[config.mk]
export PLATFORM = sky130hd
export DESIGN_NAME = shsf_top
export DESIGN_NICKNAME = d
export VERILOG_FILES = /design/src/logic/shsf_top.v
export VERILOG_INCLUDE_DIRS = /design/src /design/src/logic
export SDC_FILE = /design/constraint.sdc
export NUM_CORES = 1
export LEC_CHECK = 0
export BUFFER_PORTS_ARGS = -buffer_cell sky130_fd_sc_hd__buf_2
export CAP_MARGIN = 10
export CORE_MARGIN = 5
export CORE_UTILIZATION = 35
export DETAILED_ROUTE_END_ITERATION = 10
export MAX_ROUTING_LAYER = met4
export PLACE_DENSITY_LB_ADDON = 0.05
export SYNTH_ARGS = -nofsm -noshare
export SYNTH_HDL_FRONTEND = slang
export SYNTH_SLANG_ARGS = --single-unit
[constraint.sdc]
create_clock -name CLK_SYS_IN -period 1.05 [get_ports CLK_SYS_IN]
set_input_delay 0.105 -clock CLK_SYS_IN [delete_from_list [all_inputs] [get_ports CLK_SYS_IN]]
set_output_delay 0.105 -clock CLK_SYS_IN [all_outputs]
set_load 0.005 [all_outputs]
[src/logic/shsf_regs.vh]
/*
  register offset, field positions and reset value of the host status
  register of the management-bus host controller.
  assumes: included by bare name from the design files.
*/
`ifndef SHSF_REGS_VH
`define SHSF_REGS_VH
`define SHSF_HOST_STATUS_OFS 8'h00
`define SHSF_HOST_STATUS_RST 8'h00
`define SHSF_BIT_BUSY 0
`define SHSF_BIT_DONE 1
`define SHSF_BIT_DEVERR 2
`define SHSF_BIT_COLL 3
`define SHSF_BIT_FAIL 4
`define SHSF_BIT_ALERT 5
`define SHSF_CLEAR_MASK 8'h3e
`endif

[src/logic/shsf_top.v]
/*
  status flags (bits 5..1) and busy bit (bit 0) of the host status register of a two-wire
  management-bus host controller, with the interrupt request they raise.
  assumes: a protocol engine on the same clock gives one-cycle event pulses;
  the alert pin is asynchronous; the register port is the plain byte
  port of the controller (address, write strobe, read data).
  the alert route and the completion enable come from control logic on
  the same clock and are used as plain levels, with no synchroniser.
  the reset stands for the resume-well reset and is synchronous.
  reads are registered: the read data shows the status one cycle after
  the address is presented, as it stood the cycle before.
  writes are single-cycle strobes; a one in bits 5..1 clears that flag.
  bit 0 and bits 7..6 ignore writes.
  an event and a clear of the same flag in one cycle leave it set.
  software keeps off the controller while busy; nothing here enforces it.
*/
`timescale 1ns/10ps
`default_nettype none
`include "shsf_regs.vh"

module shsf_top (
  input wire CLK_SYS_IN,
  input wire RST_N_IN,
  input wire [7:0] ADDR_IN,
  input wire WR_IN,
  input wire [7:0] WDATA_IN,
  output reg [7:0] RDATA_OUT,
  input wire ALERT_INPUT_PIN_N_IN,
  input wire ALERT_IS_GPIO_IN,
  input wire ALERT_ENABLE_IN,
  input wire COMPLETION_IRQ_ENABLE_IN,
  input wire CMD_START_IN,
  input wire CMD_DONE_IN,
  input wire ABORT_IN,
  input wire COLLISION_IN,
  input wire ILLEGAL_CMD_IN,
  input wire UNCLAIMED_IN,
  input wire TIMEOUT_IN,
  output reg IRQ_OUT
);

  // ***************************************************
  // flag span
  // ***************************************************
  // bits 7 and 6 of the register belong to other logic
  localparam FLAG_LO = `SHSF_BIT_DONE;
  localparam FLAG_HI = `SHSF_BIT_ALERT;

  // ***************************************************
  // decode helpers
  // ***************************************************
  // status select is shared by the write decode and the read mux
  function is_status_addr;
    input [7:0] addr;
    begin
      if (addr == `SHSF_HOST_STATUS_OFS)
        is_status_addr = 1'b1;
      else
        is_status_addr = 1'b0;
    end
  endfunction

  // every event that ends the running command, good or bad
  function is_termination;
    input done;
    input abort;
    input coll;
    input device_error_flag;
    begin
      is_termination = done | abort | coll | device_error_flag;
    end
  endfunction

  // ***************************************************
  // alert pin synchroniser and falling-edge detect
  // ***************************************************
  reg alert_s1_r;
  reg alert_s2_r;
  reg alert_s3_r;
  wire alert_fall;
  wire alert_routed;
  wire alert_assert;

  // resets to the idle high level so reset release does not fake an edge
  always @(posedge CLK_SYS_IN)
  begin
    if (!RST_N_IN)
    begin
      alert_s1_r <= 1'b1;
      alert_s2_r <= 1'b1;
      alert_s3_r <= 1'b1;
    end
    else
    begin
      alert_s1_r <= ALERT_INPUT_PIN_N_IN;
      alert_s2_r <= alert_s1_r;
      alert_s3_r <= alert_s2_r;
    end
  end

  // only the second and third stages feed logic; the first may still be settling
  assign alert_fall = alert_s3_r & ~alert_s2_r;
  // gpio use or a closed alert route keeps pin edges from setting the flag
  assign alert_routed = ~ALERT_IS_GPIO_IN & ALERT_ENABLE_IN;
  assign alert_assert = alert_fall & alert_routed;

  // ***************************************************
  // source events
  // ***************************************************
  wire device_error_flag_ev;
  wire term_ev;
  wire start_ev;
  reg busy_r;
  reg busy_nxt;
  wire [5:1] set_ev;

  assign device_error_flag_ev = ILLEGAL_CMD_IN | UNCLAIMED_IN | TIMEOUT_IN;
  assign term_ev = is_termination(CMD_DONE_IN, ABORT_IN, COLLISION_IN, device_error_flag_ev);
  assign start_ev = CMD_START_IN & ~term_ev;

  assign set_ev[`SHSF_BIT_ALERT] = alert_assert;
  // an abort with no command running has nothing to fail
  assign set_ev[`SHSF_BIT_FAIL] = ABORT_IN & busy_r;
  assign set_ev[`SHSF_BIT_COLL] = COLLISION_IN;
  assign set_ev[`SHSF_BIT_DEVERR] = device_error_flag_ev;
  // successful termination only, whatever the completion enable says
  assign set_ev[`SHSF_BIT_DONE] = CMD_DONE_IN;

  // ***************************************************
  // write-one-to-clear decode
  // ***************************************************
  wire sts_wr;
  reg [7:0] clr;

  assign sts_wr = WR_IN & is_status_addr(ADDR_IN);

  // zero bits in the write data clear nothing; busy is read-only
  always @*
  begin
    clr = 8'h00;
    if (sts_wr)
    begin
      clr = WDATA_IN & `SHSF_CLEAR_MASK;
    end
  end

  // ***************************************************
  // busy indicator
  // ***************************************************
  // a terminating event in the start cycle wins, so busy never sticks
  always @*
  begin
    busy_nxt = busy_r;
    if (term_ev)
    begin
      busy_nxt = 1'b0;
    end
    else if (start_ev)
    begin
      busy_nxt = 1'b1;
    end
  end

  always @(posedge CLK_SYS_IN)
  begin
    if (!RST_N_IN)
    begin
      busy_r <= 1'b0;
    end
    else
    begin
      busy_r <= busy_nxt;
    end
  end

  // ***************************************************
  // sticky flags: a set in the clearing cycle wins
  // ***************************************************
  wire [5:1] flag_vec;
  genvar gi;

  generate
    for (gi = FLAG_LO; gi <= FLAG_HI; gi = gi + 1)
    begin : g_flag
      reg bit_r;
      reg bit_nxt;

      // alert clears only by write-one here or by reset below
      always @*
      begin
        if (set_ev[gi])
        begin
          bit_nxt = 1'b1;
        end
        else if (clr[gi])
        begin
          bit_nxt = 1'b0;
        end
        else
        begin
          bit_nxt = bit_r;
        end
      end

      always @(posedge CLK_SYS_IN)
      begin
        if (!RST_N_IN)
        begin
          bit_r <= 1'b0;
        end
        else
        begin
          bit_r <= bit_nxt;
        end
      end

      assign flag_vec[gi] = bit_r;
    end
  endgenerate

  // ***************************************************
  // interrupt request
  // ***************************************************
  wire [5:1] irq_src;
  reg irq_nxt;

  // done only reaches the request when the completion enable is set
  assign irq_src[`SHSF_BIT_DONE] = flag_vec[`SHSF_BIT_DONE] & COMPLETION_IRQ_ENABLE_IN;
  assign irq_src[`SHSF_BIT_DEVERR] = flag_vec[`SHSF_BIT_DEVERR];
  assign irq_src[`SHSF_BIT_COLL] = flag_vec[`SHSF_BIT_COLL];
  assign irq_src[`SHSF_BIT_FAIL] = flag_vec[`SHSF_BIT_FAIL];
  assign irq_src[`SHSF_BIT_ALERT] = flag_vec[`SHSF_BIT_ALERT];

  // follows the flags a cycle later, so a clear drops it after the flag
  always @*
  begin
    irq_nxt = 1'b0;
    if (irq_src != 5'h00)
    begin
      irq_nxt = 1'b1;
    end
  end

  always @(posedge CLK_SYS_IN)
  begin
    if (!RST_N_IN)
    begin
      IRQ_OUT <= 1'b0;
    end
    else
    begin
      IRQ_OUT <= irq_nxt;
    end
  end

  // ***************************************************
  // read data
  // ***************************************************
  wire [7:0] status_word;
  reg [7:0] rdata_nxt;

  // the two top bits belong to other logic and read as zero here
  assign status_word = {2'b00, flag_vec, busy_r};

  always @*
  begin
    if (is_status_addr(ADDR_IN))
    begin
      rdata_nxt = status_word;
    end
    else
    begin
      rdata_nxt = 8'h00;
    end
  end

  always @(posedge CLK_SYS_IN)
  begin
    if (!RST_N_IN)
    begin
      RDATA_OUT <= `SHSF_HOST_STATUS_RST;
    end
    else
    begin
      RDATA_OUT <= rdata_nxt;
    end
  end

endmodule // shsf_top
`default_nettype wire

**Yosys cells after proc, flatten, opt, wreduce, memory -nomap -nowiden**

Cells that the tools add are included.

- Magnitude comparators: 0
- $mul: 0
- Bitwise gates (word level): 16
- $add $sub $neg: 0
- Shift-type cells: 0
- Muxes and demuxes: 13
- Reductions and logical operators: 9
- Divide/modulo/power cells: 0
- Equal/unequal tests: 0

Operators with widths:

| operator | number |
|---|---|
| two-way mux 1 bit | 12 |
| nonzero test 2 bit | 5 |
| logical NOT 8 bit | 1 |
| bitwise AND 1 bit | 7 |
| two-way mux 6 bit | 1 |
| OR 1 bit | 5 |
| nonzero test 5 bit | 1 |
| NOT 1 bit | 4 |
| AND reduction 2 bit | 1 |
| OR reduction 2 bit | 1 |

- Bits in latches: 0
- Bits in registers: 18
- ROM bits: 0
- Logic and storage cells: 50
- RAM bits: 0
- Output and inout port bits: 9
- Memories: 0

**Depth between registers and ports, before layout**

- Word-level depth: 6
- Gate-level depth with buffers: 3
- Gate-level depth less buffers: 3

**Least setup slack after synthesis**

No wires, ideal clock.

- Kind: input -> register
- From: in ADDR_IN[5]
- To: reg g_flag[4].bit_r
- Stages on the path: 3
- Setup time: 0.133 ns
- Buffers on the path: 0
- Setup slack: -0.062 ns
- Arrival time: 0.979 ns
- Cells stage by stage: or4_4 nor3_4 a311oi_1

- Word-level cells in the longest chain between the ends: 5

RTL lines:

| element | line | source |
|---|---|---|
| from (decl) | shsf_top.v:24 | `input wire [7:0] ADDR_IN,` |
| logical NOT 8 bit (no source line) | n/a |  |
| two-way mux 1 bit | shsf_top.v:56 | `` if (addr == `SHSF_HOST_STATUS_OFS) `` |
| bitwise AND 1 bit | shsf_top.v:135 | `assign sts_wr = WR_IN & is_status_addr(ADDR_IN);` |
| two-way mux 6 bit | shsf_top.v:141 | `if (sts_wr)` |
| nonzero test 2 bit (no source line) | n/a |  |
| to (signal assigned) | shsf_top.v:213 | `bit_r <= bit_nxt;` |
| to (decl) | shsf_top.v:185 | `reg bit_r;` |

Every way passes these cells.
A chain may end at the register's enable or synchronous reset.

**Final worst setup path**

- From: in ADDR_IN[1]
- To: reg g_flag[4].bit_r

Same word-level chain as after synthesis.

==> results.cfg <==
[setup_path]
path_max_fanout = 5
worstSetupStartpointType = primary input
r2r_slack_ps = 100
cp_slowest_stage_delay_ps = 550
worstSetupPathType = in -> reg
crit_slowest_cell = or4_4
worst_setup_path_end_kind = flop
crit_arrival_ps = 1130
crit_required_ps = 1210
crit_buf_inv = 1
crit_family = simple AND/OR/NAND/NOR gates
crit_chain = buf_2 -> or4_4 -> nor3_4 -> a311oi_1

[logic_synthesis]
synth_seq_cells = 16
async_flop_share_pct = 0
synth_edf_count = 0
yosysMostFrequentCell = dfxtp_1
synth_commonest_cells = dfxtp_1, and3_1, inv_1
syn_inst = 56
netlist_area_sq_um = 577
ys_warn_count = 0
yosysSeqAreaShare_pct = 55.5
synth_cell_types = 21
synth_top_flop_cell = dfxtp_1
netlist.top_cell.by_area = dfxtp_1
syn_area_per_cell_sq_um = 10.3
synth_top_area_share_pct = 55.5
ys_top_cells_by_area = dfxtp_1, and3_1, or4_4

[job]
cap_violations = 0

[pwr]
powerDensity_nw_per_um2 = 1400
worst_ir_drop_vdd_v = 0.000603
p_leak_uw = 0.000424

[place]
pre_cts_ws_ps = -228
place.gp.congestion = 0.726
place_inst = 104
hpwl_um = 1020
placed_area_sq_um = 754
port_buffers = 33

[floorplan]
num_rows = 14
start_util_pct = 37.4
dieArea_sq_um = 2560
die_height_um = 50.6
core_sq_um = 1540
die_w_um = 50.6
io-pin-count = 39

[drt]
via_per_inst = 4.84
num_vias = 528
drc = 0
dr.pass1.iters = 3
drt-total-wl_um = 1240
avgRoutedWirePerCell_um = 11.4
ant_nets = 0
drt_iter0_drc = 4

[sta]
period_share_pct = 92.6
rsz0062_at_grt = no
drv_slew = 0
finalCriticalPeriod_ps = 972
setup_ws_ps = 77.6
fmax_ghz = 1.03
hold_viol = 0
fin_worst_hold_slack_ps = 9.83
setup_viol = 0
fin_skew_ps = 1.60

[finish]
nets = 124
area_growth_pct = 38.8
final_cells = 109
antenna_cells = 0
stdcell_area_sq_um = 801
drive_gt1_share_pct = 45.2
nFillCells = 151
fin_util_pct = 51.9

[grt]
grt.total_usage_pct = 10.4
grt_max_degree = 11
antenna_found_initial = 0
grt_pass1_wl_um = 2050
overflow = 0
grt_pass1_vias = 507

[clock_network]
path_clk_slew_ps = 90
clk_path_buf_depth = 2
numCtsBuffers = 3
insertion_delay_ps = 280
htreeDepth = 1
clockRootBuffer = clkbuf_4
cts_tree = yes
cts.sinks = 16

[hold_path]
min_path_type = in -> reg

[outcome]
status = completed
final cells by class:
cell class                 instances  area (sq um)  share of cell area, %
tap                               16          20.0                   2.50
inverter                           4          15.0                   1.88
sequential                        16           320                   40.0
timing repair buffer              35           183                   22.8
multi-input combinational         34           226                   28.3
clock buffer                       4          36.3                   4.53
logic make-up (layout without fill, tap and decap cells):
group / after synthesis / after routing / share of synthesized area [%]
AOI/OAI and AO/OA: 12 / 12 / 13.2
buffers and inverters: 7 / 43 / 5.85
DFF: 16 / 16 / 55.5
other: 1 / 2 / 0.650
and+or+nand+nor: 20 / 20 / 24.7
worst reg2reg max path: stages (launching register included):
cell and delay, ps:
dfxtp_1 310, nor4bb_1 340, o21ai_0 120, a21oi_1 110
report_power, final:
part	internal [uW]	switching [uW]	leakage, uW	total (uW)
registers	623	7.91	0.000131	631
clock network	211	180	0.0000210	391
logic	58.0	43.7	0.000272	102
total	892	232	0.000424	1120
placed cells by master (no fill, tap or decap), types with 2 or more instances in the layout:
cell,synthesis,layout
nand2b_1,3,3
o21ai_0,3,3
conb_1,1,2
nand2_1,2,2
nor4_1,2,2
a21oi_1,3,3
inv_1,4,4
buf_2,0,33
a31oi_1,3,3
clkbuf_4,0,3
or4_4,2,2
and3_1,6,6
dfxtp_1,16,16
layer usage:
metal,wire [um],GRT usage (%),up-vias
li1,-,-,272
met4,0,1.28,0
met2,585,16.9,25
met1,514,12.1,231
met5,0,-,-
met3,142,4.73,0
metrics by stage:
stage	total power (uW)	TNS [ps]
final	1120	0
after floorplan	684	-218
after global placement	744	-2060
after CTS	1140	0
after detailed placement	744	-2060
after global routing	1180	0
worst paths after layout:
path                from               to  depth (start not counted)
max           ADDR_IN[1]  g_flag[4].bit_r                          4
min          WDATA_IN[2]  g_flag[2].bit_r                          2
max reg2reg   alert_s2_r  g_flag[5].bit_r                          3
min reg2reg   alert_s1_r       alert_s2_r                          1
timing repair:
| item | 4_1_cts | 5_1_grt |
|---|---|---|
| hold buffers | 1 | 0 |
| hold endpoints to repair | 1 | 0 |
| resized for setup | 0 | 0 |
| setup buffers | 0 | 0 |
flip-flops by register name, summed over array words and instances, names as in the netlist:
name	count
RDATA_OUT	6
g_flag.bit_r	5
IRQ_OUT	1
alert_s1_r	1
alert_s2_r	1
alert_s3_r	1
busy_r	1
Power figures use the tool's default switching activity.
